### src/pkg/tcc_pkg.sv
// Package for the timer counter core: register map, field layout, codes.
// Assumes a 32-bit classic Wishbone slave with byte-wide registers in the low lanes.
package tcc_pkg;

  // ---------------------------------------------------------------
  // Register word offsets (byte addresses).
  // ---------------------------------------------------------------
  localparam logic [7:0] TCC_OFS_STATUS_CONTROL = 8'h00;
  localparam logic [7:0] TCC_OFS_COUNTER_HIGH = 8'h04;
  localparam logic [7:0] TCC_OFS_COUNTER_LOW = 8'h08;
  localparam logic [7:0] TCC_OFS_MODULO = 8'h0c;
  localparam logic [7:0] TCC_OFS_IRQ_STATUS = 8'h10;
  localparam logic [7:0] TCC_OFS_IRQ_MASK = 8'h14;

  // ---------------------------------------------------------------
  // Field positions of the status and control register and the interrupt status register.
  // ---------------------------------------------------------------
  localparam int TCC_BIT_OVERFLOW = 7;
  localparam int TCC_BIT_IRQ_ENABLE = 6;
  localparam int TCC_BIT_CENTER = 5;
  localparam int TCC_BIT_EVT_OVERFLOW = 0;

  // Reset values and limits.
  localparam logic [15:0] TCC_COUNT_RESET = 16'h0000;
  localparam logic [15:0] TCC_MODULO_RESET = 16'h0000;
  localparam logic [15:0] TCC_COUNT_FULL = 16'hffff;
  localparam logic [6:0] TCC_PRESCALE_FULL = 7'h7f;
  localparam logic [2:0] TCC_PRESCALE_MAX = 3'h7;
  localparam logic [7:0] TCC_EVT_RESET = 8'h00;

  // Clock source codes.
  typedef enum logic [1:0] {
    TCC_SRC_NONE = 2'h0,
    TCC_SRC_BUS = 2'h1,
    TCC_SRC_FIXED = 2'h2,
    TCC_SRC_EXTERNAL = 2'h3
  } tcc_src_e;

  // Counting direction.
  typedef enum logic {
    TCC_DIR_UP,
    TCC_DIR_DOWN
  } tcc_dir_e;

  // Status and control register layout, bit 7 down to bit 0.
  typedef struct packed {
    logic overflow_flag;
    logic overflow_irq_enable;
    logic center_pwm_select;
    tcc_src_e clock_source_select;
    logic [2:0] prescale_select;
  } tcc_sc_s;

  localparam tcc_sc_s TCC_SC_RESET = '{1'b0, 1'b0, 1'b0, TCC_SRC_NONE, 3'h0};

  // Counter read buffer state.
  typedef struct packed {
    logic held;
    logic [15:0] value;
  } tcc_latch_s;

endpackage : tcc_pkg

### src/rtl/tcc_core.sv
// Timer counter core: status and control, prescaler, 16-bit counter, read buffer.
// Assumes one 100 MHz bus clock, a classic Wishbone master, a fixed-clock tick
// already in this domain, a debug halt level from same-clock logic, and an
// asynchronous external clock pin.
//
// Overview of operation
// - Wrap to zero past modulo sets overflow flag.
// - Flag clears by read-while-set then write zero.
// - Overflow between read and write restarts clearing.
// - Writing one keeps flag; reset clears it.
// - Interrupt while flag and enable both set.
// - Center select: up-down counting, all channels center.
// - Source field: none, bus, fixed, external.
// - External source synchronized here; fixed arrives synchronized.
// - Prescale divides by two to the code.
// - Prescaler after selection; new factor next cycle.
// - Reading either byte latches both until other read.
// - Reset or control write restarts read latch.
// - Reset or counter write clears counter and latch.
// - Debug halt freezes counter; reads give frozen value.
// - Debug halt keeps read latch state unchanged.
// - Writes during halt still restart read latch.
// - In up mode, after modulo, counter resumes from zero next tick; center mode counts down.
// - Modulo zero means free-running full range.
//
// Chosen here: the Wishbone slave port and the placing of the registers.
module tcc_core
  import tcc_pkg::*;
#(
  parameter int ADDR_WIDTH = 8
) (
  input wire logic clk_i,
  input wire logic rst_i,
  input wire logic cyc_i,
  input wire logic stb_i,
  input wire logic we_i,
  input wire logic [ADDR_WIDTH-1:0] adr_i,
  input wire logic [3:0] sel_i,
  input wire logic [31:0] dat_i,
  output logic [31:0] dat_o,
  output logic ack_o,
  input wire logic ext_clk_i,
  input wire logic fixed_tick_i,
  input wire logic debug_halt_i,
  output logic counting_down_o,
  output logic center_pwm_o,
  output logic irq_o
);

  // ---------------------------------------------------------------
  // Bus decode.
  // ---------------------------------------------------------------

  // A request is taken once, in the cycle before the acknowledge goes out.
  logic take;
  logic wr;
  logic rd;
  logic [7:0] ofs;
  logic sel_sc;
  logic sel_hi;
  logic sel_lo;
  logic sel_mod;
  logic sel_ist;
  logic sel_imk;

  assign take = cyc_i & stb_i & ~ack_o;
  assign wr = take & we_i;
  assign rd = take & ~we_i;
  assign ofs = adr_i[7:0];
  assign sel_sc = (ofs == TCC_OFS_STATUS_CONTROL);
  assign sel_hi = (ofs == TCC_OFS_COUNTER_HIGH);
  assign sel_lo = (ofs == TCC_OFS_COUNTER_LOW);
  assign sel_mod = (ofs == TCC_OFS_MODULO);
  assign sel_ist = (ofs == TCC_OFS_IRQ_STATUS);
  assign sel_imk = (ofs == TCC_OFS_IRQ_MASK);

  // Byte-lane qualified writes; the byte registers live in lane 0.
  logic wr_sc;
  logic wr_cnt;
  assign wr_sc = wr & sel_sc & sel_i[0];
  assign wr_cnt = wr & (sel_hi | sel_lo) & sel_i[0];

  // ---------------------------------------------------------------
  // State.
  // ---------------------------------------------------------------
  tcc_sc_s sc_q;
  logic [15:0] count_q;
  logic [15:0] modulo_q;
  tcc_dir_e dir_q;
  logic [6:0] pre_q;
  logic clear_armed_q;
  tcc_latch_s latch_q;
  logic [7:0] evt_q;
  logic [7:0] evt_mask_q;
  logic ext_meta_q;
  logic ext_sync_q;
  logic ext_prev_q;

  // ---------------------------------------------------------------
  // Clock source selection and prescaler.
  // ---------------------------------------------------------------

  // Two flops bring the external pin into the bus domain; a third
  // remembers the last level so a rising edge becomes one tick.
  // The pin must run at no more than a quarter of the bus rate.
  always_ff @(posedge clk_i) begin
    if (rst_i) begin
      ext_meta_q <= 1'b0;
      ext_sync_q <= 1'b0;
      ext_prev_q <= 1'b0;
    end else begin
      ext_meta_q <= ext_clk_i;
      ext_sync_q <= ext_meta_q;
      ext_prev_q <= ext_sync_q;
    end
  end

  // Source tick per the select field; none means no tick at all.
  logic src_tick;
  always_comb begin
    unique case (sc_q.clock_source_select)
      TCC_SRC_NONE: src_tick = 1'b0;
      TCC_SRC_BUS: src_tick = 1'b1;
      TCC_SRC_FIXED: src_tick = fixed_tick_i;
      TCC_SRC_EXTERNAL: src_tick = ext_sync_q & ~ext_prev_q;
    endcase
  end

  // The prescaler sees the selected, synchronized tick, and the mask is
  // read live from the register so a new factor acts one cycle after the
  // write lands.
  logic [6:0] pre_mask;
  logic cnt_tick;
  logic halted;
  assign halted = debug_halt_i;
  assign pre_mask = TCC_PRESCALE_FULL >> (TCC_PRESCALE_MAX - sc_q.prescale_select);
  assign cnt_tick = src_tick & ~halted & ((pre_q & pre_mask) == pre_mask);

  always_ff @(posedge clk_i) begin
    if (rst_i || wr_cnt) begin
      pre_q <= '0;
    end else if (src_tick && !halted) begin
      pre_q <= pre_q + 7'h01;
    end
  end

  // ---------------------------------------------------------------
  // Counter.
  // ---------------------------------------------------------------

  // Modulo zero is treated as the full range.
  logic [15:0] top;
  logic at_top;
  logic wrap_evt;
  assign top = (modulo_q == TCC_MODULO_RESET) ? TCC_COUNT_FULL : modulo_q;
  assign at_top = (count_q == top);

  // Overflow: in up mode the wrap to zero; in up-down mode the return to
  // zero at the bottom of the triangle, which ends one full period.
  always_comb begin
    if (!cnt_tick) begin
      wrap_evt = 1'b0;
    end else if (sc_q.center_pwm_select) begin
      wrap_evt = (dir_q == TCC_DIR_DOWN) && (count_q == (TCC_COUNT_RESET + 16'h0001));
    end else begin
      wrap_evt = at_top;
    end
  end

  // Debug halt simply withholds the tick, which freezes the count.
  always_ff @(posedge clk_i) begin
    if (rst_i || wr_cnt) begin
      count_q <= TCC_COUNT_RESET;
      dir_q <= TCC_DIR_UP;
    end else if (cnt_tick) begin
      if (!sc_q.center_pwm_select) begin
        dir_q <= TCC_DIR_UP;
        count_q <= at_top ? TCC_COUNT_RESET : count_q + 16'h0001;
      end else if (dir_q == TCC_DIR_UP) begin
        if (at_top) begin
          dir_q <= TCC_DIR_DOWN;
          count_q <= count_q - 16'h0001;
        end else begin
          count_q <= count_q + 16'h0001;
        end
      end else begin
        if (count_q == TCC_COUNT_RESET) begin
          dir_q <= TCC_DIR_UP;
          count_q <= count_q + 16'h0001;
        end else begin
          count_q <= count_q - 16'h0001;
        end
      end
    end else if (!sc_q.center_pwm_select) begin
      dir_q <= TCC_DIR_UP;
    end
  end

  // Modulo holds a plain 16-bit value; lanes 0 and 1, when enabled, write straight into it.
  always_ff @(posedge clk_i) begin
    if (rst_i) begin
      modulo_q <= TCC_MODULO_RESET;
    end else if (wr && sel_mod) begin
      if (sel_i[0]) begin
        modulo_q[7:0] <= dat_i[7:0];
      end
      if (sel_i[1]) begin
        modulo_q[15:8] <= dat_i[15:8];
      end
    end
  end

  // ---------------------------------------------------------------
  // Status and control register.
  // ---------------------------------------------------------------

  // Control fields load from any write; the flag sits in the same process so
  // the register has one driver. A set wins over a clear in the same cycle.
  always_ff @(posedge clk_i) begin
    if (rst_i) begin
      sc_q <= TCC_SC_RESET;
    end else begin
      if (wr_sc) begin
        sc_q.overflow_irq_enable <= dat_i[TCC_BIT_IRQ_ENABLE];
        sc_q.center_pwm_select <= dat_i[TCC_BIT_CENTER];
        sc_q.clock_source_select <= tcc_src_e'(dat_i[4:3]);
        sc_q.prescale_select <= dat_i[2:0];
      end
      if (wrap_evt) begin
        sc_q.overflow_flag <= 1'b1;
      end else if (wr_sc && clear_armed_q && !dat_i[TCC_BIT_OVERFLOW]) begin
        sc_q.overflow_flag <= 1'b0;
      end
    end
  end

  // Clearing needs a read that saw the flag set, then a zero write. A
  // fresh overflow disarms the sequence, so the flag survives.
  always_ff @(posedge clk_i) begin
    if (rst_i) begin
      clear_armed_q <= 1'b0;
    end else if (wrap_evt) begin
      clear_armed_q <= 1'b0;
    end else if (rd && sel_sc && sc_q.overflow_flag) begin
      clear_armed_q <= 1'b1;
    end else if (wr_sc) begin
      clear_armed_q <= 1'b0;
    end
  end

  // ---------------------------------------------------------------
  // Coherent counter read buffer.
  // ---------------------------------------------------------------

  // The first byte read freezes both bytes; reading the other releases.
  // Which byte was first is kept so a repeat of the same byte does not
  // release the buffer early. Halt leaves the buffer untouched, but
  // writes still restart it.
  logic first_hi_q;
  always_ff @(posedge clk_i) begin
    if (rst_i) begin
      latch_q <= '0;
      first_hi_q <= 1'b0;
    end else if (wr_sc || wr_cnt) begin
      latch_q.held <= 1'b0;
    end else if (rd && (sel_hi || sel_lo) && !halted) begin
      if (!latch_q.held) begin
        latch_q.held <= 1'b1;
        latch_q.value <= count_q;
        first_hi_q <= sel_hi;
      end else if (sel_hi != first_hi_q) begin
        latch_q.held <= 1'b0;
      end
    end
  end

  // A read returns the buffer while it holds, else the live (or frozen) count.
  logic [15:0] read_count;
  assign read_count = latch_q.held ? latch_q.value : count_q;

  // ---------------------------------------------------------------
  // Interrupt status and mask.
  // ---------------------------------------------------------------

  // Overflow also sets a sticky event bit, cleared by writing a one; a new
  // event in the clearing cycle wins.
  logic [7:0] evt_set;
  always_comb begin
    evt_set = '0;
    evt_set[TCC_BIT_EVT_OVERFLOW] = wrap_evt;
  end

  always_ff @(posedge clk_i) begin
    if (rst_i) begin
      evt_q <= TCC_EVT_RESET;
    end else if (wr && sel_ist && sel_i[0]) begin
      evt_q <= (evt_q & ~dat_i[7:0]) | evt_set;
    end else begin
      evt_q <= evt_q | evt_set;
    end
  end

  always_ff @(posedge clk_i) begin
    if (rst_i) begin
      evt_mask_q <= TCC_EVT_RESET;
    end else if (wr && sel_imk && sel_i[0]) begin
      evt_mask_q <= dat_i[7:0];
    end
  end

  // The line follows the documented flag-and-enable pair or any unmasked
  // sticky bit; it is registered, so it trails its cause by one cycle.
  always_ff @(posedge clk_i) begin
    if (rst_i) begin
      irq_o <= 1'b0;
    end else begin
      irq_o <= (sc_q.overflow_flag & sc_q.overflow_irq_enable) | (|(evt_q & evt_mask_q));
    end
  end

  // ---------------------------------------------------------------
  // Bus answer and mode outputs.
  // ---------------------------------------------------------------

  // Every access, mapped or not, is acknowledged one cycle after it is
  // presented; unmapped reads give zero and unmapped writes are dropped.
  always_ff @(posedge clk_i) begin
    if (rst_i) begin
      ack_o <= 1'b0;
    end else begin
      ack_o <= take;
    end
  end

  always_ff @(posedge clk_i) begin
    if (rst_i) begin
      dat_o <= '0;
    end else if (rd) begin
      dat_o <= '0;
      if (sel_sc) begin
        dat_o[7:0] <= sc_q;
      end else if (sel_hi) begin
        dat_o[7:0] <= read_count[15:8];
      end else if (sel_lo) begin
        dat_o[7:0] <= read_count[7:0];
      end else if (sel_mod) begin
        dat_o[15:0] <= modulo_q;
      end else if (sel_ist) begin
        dat_o[7:0] <= evt_q;
      end else if (sel_imk) begin
        dat_o[7:0] <= evt_mask_q;
      end
    end
  end

  // Mode lines for the channel logic that sits beside this core.
  always_ff @(posedge clk_i) begin
    if (rst_i) begin
      center_pwm_o <= 1'b0;
      counting_down_o <= 1'b0;
    end else begin
      center_pwm_o <= sc_q.center_pwm_select;
      counting_down_o <= (dir_q == TCC_DIR_DOWN);
    end
  end

endmodule : tcc_core

### config.mk
export PLATFORM = sky130hd
export DESIGN_NAME = tcc_core
export DESIGN_NICKNAME = d
export VERILOG_FILES = /design/src/pkg/tcc_pkg.sv /design/src/rtl/tcc_core.sv
export SDC_FILE = /design/constraint.sdc
export NUM_CORES = 1
export LEC_CHECK = 0
export BUFFER_PORTS_ARGS = -buffer_cell sky130_fd_sc_hd__buf_2
export CAP_MARGIN = 40
export CORE_ASPECT_RATIO = 0.9
export CORE_UTILIZATION = 55
export CTS_BUF_LIST = sky130_fd_sc_hd__clkbuf_16
export CTS_CLUSTER_DIAMETER = 100
export DETAILED_ROUTE_END_ITERATION = 8
export PLACE_DENSITY_LB_ADDON = 0.12
export SLEW_MARGIN = 20
export SYNTH_ARGS = -nofsm -noshare
export SYNTH_HDL_FRONTEND = slang
export SYNTH_SLANG_ARGS = --single-unit
export TNS_END_PERCENT = 5
### constraint.sdc
create_clock -name clk_i -period 4.3 [get_ports clk_i]
set_input_delay 0.43 -clock clk_i [delete_from_list [all_inputs] [get_ports clk_i]]
set_output_delay 0.43 -clock clk_i [all_outputs]
set_load 0.02 [all_outputs]
==> flow_metrics.py, run 1 <==
metrics = {
    "outcome": {
        "status": "complete, but fails checks",
        "violations": "DRC",
    },
    "power_and_ir_drop": {
        "pwr_density_cell_nw_per_um2": 308,
        "p_sw_share_pct": 24.5,
        "ir_drop_mv": 0.226,
        "clockPowerShare_pct": 43.7,
        "power.switching_uw": 482,
        "share_comb_of_total_power_pct": 5.8,
        "seq_power_share_pct": 50.5,
        "power_uw": 1970,
        "leakage_uw": 0.00264,
        "power.internal_uw": 1480,
    },
    "hold_path": {
        "min_to": "ext_meta_q",
        "hold_start": "ext_clk_i",
        "hp-class": "input pin to flip-flop",
        "min_path_cells": 2,
    },
    "timing": {
        "worst_pin_slew_ps": 806,
        "setup_viol": 0,
        "rsz0062_at_grt": "no",
        "finalSetupTns_ps": 0,
        "skew_ps": 7.87,
        "relSlewSlack_pct": 45.8,
        "period_minus_slack_ps": 3080,
        "period_share_pct": 71.5,
        "hold_viol_final": 0,
        "finalMaxSlewViolations": 0,
        "max_freq_ghz": 0.325,
    },
    "synthesis": {
        "ys.flop_type": "dfxtp_1",
        "syn_avg_cell_area_um2": 8.28,
        "ys_seq_elements": 106,
        "ys_seq_area_share_pct": 36.1,
        "synth_cells": 710,
        "ys_warn_count": 0,
        "ys_async_sr_fraction_pct": 0,
        "ys_types": 67,
        "netlist_area_um2": 5880,
        "synth_edf_count": 0,
    },
    "global_routing": {
        "gr-total-overflow": 0,
        "grt_first_pass_wirelength_mm": 25.4,
        "track_usage_pct": 29.2,
        "grt_pass1_vias": 4943,
        "grt_max_degree": 67,
        "antenna_found_initial": 0,
    },
    "final_layout": {
        "post-route-util_pct": 61.7,
        "final_nets": 781,
        "area_growth_pct": 8.49,
        "final_common_cell": "dfxtp_1",
        "fillers": 936,
        "seqCellArea_um2": 2120,
        "finalInstanceArea_um2": 6380,
        "insertedDiodeCount": 0,
        "multi_input_area_um2": 3410,
        "final_cell_mix": "dfxtp_1 (106), nor2_1 (86), nand2_1 (65), mux2i_1 (56), buf_2 (54)",
        "drive_gt1_share_pct": 13.4,
    },
    "routing": {
        "routed-via-count": 5358,
        "detail-route-antenna-nets": 0,
        "drt_iter0_drc": 411,
        "wirelength_mm": 16.0,
        "wire_per_inst_um": 18.7,
        "drc": 22,
        "vias_per_cell": 6.24,
        "drtPass1Iterations": 7,
    },
    "placed_design": {
        "port_buffers": 53,
        "dp_hpwl_mm": 11.3,
        "placed_area_um2": 6060,
        "gp_congestion": 0.967,
    },
    "clock_tree": {
        "h-tree-depth": 3,
        "cts_sinks": 106,
        "clockBufferDepth": 2,
        "clk_pin_slew_worst_paths_ps": 70,
        "post-cts-setup-buffers": 0,
        "postCtsResizedCells": 0,
        "clk_latency_ps": 350,
        "cts_buffers": 9,
        "cts_tree": "built",
        "cts_hold_buffers": 0,
        "cts_root_buffer": "clkbuf_16",
    },
    "critical_path": {
        "cp-start-kind": "flip-flop",
        "end_kind": "flip-flop",
        "r2r_cells": 6,
        "r2r_start": "count_q[4]",
        "cp_data_arrival_time_ps": 3310,
        "critical-path-slowest-cell": "o31ai_1",
        "rr_endpoint": "count_q[5]",
        "crit_buf_inv": 0,
        "worstPathMaxFanout": 13,
        "crit_family": "compound AO/OA/AOI/OAI gates",
        "path_class": "flip-flop to flip-flop",
        "cpPeakStageDelay_ps": 710,
        "worstPathRequired_ps": 4530,
        "crit_chain": "o2111ai_1 -> or4_1 -> o31ai_1 -> a21oi_1 -> a221oi_1 -> o32ai_1",
        "r2r_setup_slack_ps": 1220,
    },
    "flow_run": {
        "max_cap_viol_count": 0,
    },
    "floorplanning": {
        "die_h_um": 100,
        "die_w_um": 111,
        "ios": 88,
        "num_rows": 35,
        "start_util_pct": 56.9,
        "dieArea_um2": 11100,
        "core_area_um2": 10300,
    },
}
==> per-layer routing <==
metal | routed length (µm) | part of all wire [%] | up-vias | GRT usage, %
met5 | 0 | 0 | - | 0
met4 | 399 | 2.5 | 0 | 11.8
met3 | 1080 | 6.7 | 30 | 5.80
met2 | 7390 | 46 | 227 | 47.4
met1 | 7150 | 45 | 2552 | 38.5
li1 | - | - | 2549 | -
==> power by group through the flow <==
stage | registers [µW] | clock network (µW) | logic [µW]
final | 992 | 859 | 115
after global routing | 993 | 909 | 125
after CTS | 992 | 872 | 113
after detailed placement | 1020 | 0 | 112
after global placement | 1010 | 0 | 111
after floorplan | 1020 | 0 | 84.0
==> logic make-up after synthesis <==
family                   share of synthesized area [%]
AO/OA/AOI/OAI                                     17.9
XOR/XNOR                                          4.32
adder cells (fa/ha/maj)                           1.06
buffers and inverters                             6.79
flip-flops                                        36.1
multiplexers                                      10.3
other                                           0.0638
AND/OR/NAND/NOR                                   23.5
==> how the worst max path moves through the flow <==
stage,from,end,slack (ps),depth (start not counted)
floorplan,adr_i[0],latch_q[6],1810,7
global placement,adr_i[0],latch_q[13],1310,6
detailed placement,adr_i[0],modulo_q[14],1340,7
CTS,count_q[8],count_q[5],1340,6
global route,count_q[8],count_q[10],1130,6
finish,count_q[4],count_q[5],1220,6
==> synthesized netlist by cell type (3+ instances only) <==
cell type | instances | share of area, %
a211oi_1 | 12 | 1.5
a21boi_0 | 3 | 0.38
a21o_1 | 3 | 0.38
a21oi_1 | 38 | 3.2
a221oi_1 | 8 | 1.2
a22oi_1 | 16 | 2.0
a31oi_1 | 9 | 0.96
a32oi_1 | 6 | 0.89
and2_1 | 4 | 0.43
and3_1 | 10 | 1.1
buf_1 | 3 | 0.19
buf_2 | 10 | 0.85
buf_4 | 17 | 2.2
buf_6 | 3 | 0.57
clkbuf_1 | 41 | 2.6
dfxtp_1 | 106 | 36
ha_1 | 5 | 1.1
inv_1 | 6 | 0.38
mux2_2 | 4 | 0.77
mux2i_1 | 56 | 9.5
nand2_1 | 65 | 4.2
nand2b_1 | 12 | 1.3
nand3_1 | 21 | 1.8
nand4_1 | 9 | 0.96
nor2_1 | 86 | 5.5
nor2b_1 | 10 | 1.1
nor3_1 | 21 | 1.8
nor4_1 | 10 | 1.1
o2111ai_1 | 3 | 0.45
o21ai_0 | 21 | 1.8
o22ai_1 | 6 | 0.64
o31ai_1 | 4 | 0.51
or2_2 | 5 | 0.53
or3_1 | 4 | 0.43
or4_1 | 6 | 0.77
xnor2_1 | 11 | 1.6
xor2_1 | 18 | 2.7
==> registers in the layout, indices dropped and copies added, names as in the netlist, 7 cells and up <==
signal / cells
pre_q: 7
evt_mask_q: 8
modulo_q: 16
dat_o: 16
sc_q: 8
count_q: 16
evt_q: 8
latch_q: 17
==> final cells by class <==
type | count | share of cell area (%)
Inverter | 6 | 0.353
Multi-Input combinational cell | 539 | 53.5
Sequential cell | 106 | 33.3
Clock buffer | 9 | 3.53
Clock inverter | 7 | 1.37
Timing Repair Buffer | 62 | 5.42
Tap cell | 129 | 2.53
==> metrics by stage <==
stage | setup slack, ps | hold WS, ps | cells
3_5_place_dp | 1340 | 426 | 842
5_1_grt | 1130 | 293 | 858
3_3_place_gp | 1310 | 424 | 839
4_1_cts | 1340 | 293 | 858
2_1_floorplan | 1810 | 414 | 725
6_report | 1220 | 301 | 858
No activity file was read; power rests on OpenSTA's default activity.
==> inputs of run 2 (changes only) <==
- clock period: 4.3 -> 3.05 ns (I/O delays scaled with it)
==> flow_metrics.py, run 2 (synthesis gave the netlist of run 1 again) <==
metrics = {
    "routing": {
        "drc": 21,
        "wirelength_mm": 15.9,
        "detail-route-antenna-nets": 0,
        "wire_per_inst_um": 18.0,
        "vias_per_cell": 6.18,
        "routed-via-count": 5436,
        "drt_iter0_drc": 603,
        "drtPass1Iterations": 9,
    },
    "timing": {
        "worst_pin_slew_ps": 826,
        "period_share_pct": 92.1,
        "finalMaxSlewViolations": 0,
        "skew_ps": 7.37,
        "setup_viol": 0,
        "finalSetupTns_ps": 0,
        "postLayoutSetupSlackWorst_ps": 242,
        "period_minus_slack_ps": 2810,
        "hold_viol_final": 0,
        "max_freq_ghz": 0.356,
        "rsz0062_at_grt": "no",
        "relSlewSlack_pct": 45.0,
    },
    "final_layout": {
        "top_register": "latch_q",
        "layout.cells.non_filler": 880,
        "final_nets": 803,
        "finalInstanceArea_um2": 6520,
        "insertedDiodeCount": 0,
        "final_cell_mix": "dfxtp_1 (106), nor2_1 (86), nand2_1 (65), mux2i_1 (56), buf_2 (53)",
        "largest_reg_flops": 17,
        "area_growth_pct": 10.9,
        "final_common_cell": "dfxtp_1",
        "drive_gt1_share_pct": 15.8,
    },
    "floorplanning": {
        "start_util_pct": 56.9,
        "die_w_um": 111,
        "dieArea_um2": 11100,
        "ios": 88,
        "core_area_um2": 10300,
        "num_rows": 35,
        "die_h_um": 100,
    },
    "clock_tree": {
        "clk_latency_ps": 360,
        "cts_hold_buffers": 0,
        "cts_tree": "built",
        "cts_root_buffer": "clkbuf_16",
        "post-cts-setup-buffers": 0,
        "cts_sinks": 106,
        "cts_buffers": 9,
        "postCtsResizedCells": 0,
        "clockBufferDepth": 2,
        "clk_pin_slew_worst_paths_ps": 70,
        "h-tree-depth": 3,
    },
    "critical_path": {
        "cpPeakStageDelay_ps": 670,
        "critical-path-slowest-cell": "or4_1",
        "cp_data_arrival_time_ps": 3040,
        "end_kind": "flip-flop",
        "crit_chain": "or4_1 -> nor3_1 -> nand2_1 -> nor4_1 -> nand3_1 -> a32oi_1 -> o22ai_1",
        "worstPathMaxFanout": 9,
        "path_class": "flip-flop to flip-flop",
        "cp-start-kind": "flip-flop",
        "worstPathRequired_ps": 3290,
    },
    "global_routing": {
        "grt_pass1_vias": 4856,
        "track_usage_pct": 29.4,
        "grt_max_degree": 82,
        "gr-total-overflow": 0,
        "grt_first_pass_wirelength_mm": 25.6,
        "antenna_found_initial": 0,
    },
    "placed_design": {
        "dp_hpwl_mm": 11.6,
        "placed_cells": 864,
        "dpl_worst_slack_ps": 319,
        "port_buffers": 53,
        "placed_area_um2": 6220,
        "gp_congestion": 0.916,
    },
    "power_and_ir_drop": {
        "power_uw": 2760,
        "pwr_density_cell_nw_per_um2": 424,
        "ir_drop_mv": 0.356,
        "leakage_uw": 0.00275,
    },
    "outcome": {
        "status": "complete, but fails checks",
        "violations": "DRC",
    },
    "hold_path": {
        "hp-class": "input pin to flip-flop",
    },
    "flow_run": {
        "max_cap_viol_count": 0,
    },
}
-- run 2: final timing paths --
path	start	endpoint	slack [ps]	depth (start not counted)
worst max-delay path	count_q[2]	count_q[14]	240	7
worst min-delay path	ext_clk_i	ext_meta_q	160	2
worst max register to register	count_q[2]	count_q[14]	240	7
worst min register to register	ext_meta_q	ext_sync_q	440	1
-- run 2: stage by stage --
stage / hold WS (ps) / utilization, %
after floorplan: 393 / -
after global placement: 421 / 60.1
after detailed placement: 433 / 60.1
after CTS: 158 / 63.1
after global routing: 181 / 63.1
final: 159 / 63.1
-- run 2: routing by layer --
| metal | vias up | share of wire (%) | GRT usage [%] | routed length (µm) |
|---|---|---|---|---|
| met5 | - | 0 | 0 | 0 |
| met4 | 0 | 1.7 | 8.01 | 274 |
| met3 | 25 | 7.1 | 5.74 | 1130 |
| met2 | 229 | 45 | 46.7 | 7160 |
| met1 | 2590 | 46 | 40.7 | 7300 |
| li1 | 2592 | - | - | - |
-- run 2: worst max-delay path, delay by kind of cell (launching register included) --
kind / cells / cell delay, ps
DFF: 1 / 410
and+or+nand+nor: 5 / 1970
AOI/OAI and AO/OA: 2 / 310
-- run 2: layout make-up --
cell class / instances / area [µm²]
sequential: 106 / 2120
timing repair buffer: 84 / 498
clock buffer: 9 / 225
fill: 916 / 3820
tap: 129 / 161
multi-input combinational: 539 / 3410
clock inverter: 7 / 75.1
inverter: 6 / 22.5
-- run 2: report_power, final --
group / switching, µW / total, µW / internal (µW)
Sequential: 5.18 / 1400 / 1390
Clock: 552 / 1200 / 645
Combinational: 117 / 171 / 53.1
Total: 674 / 2760 / 2090
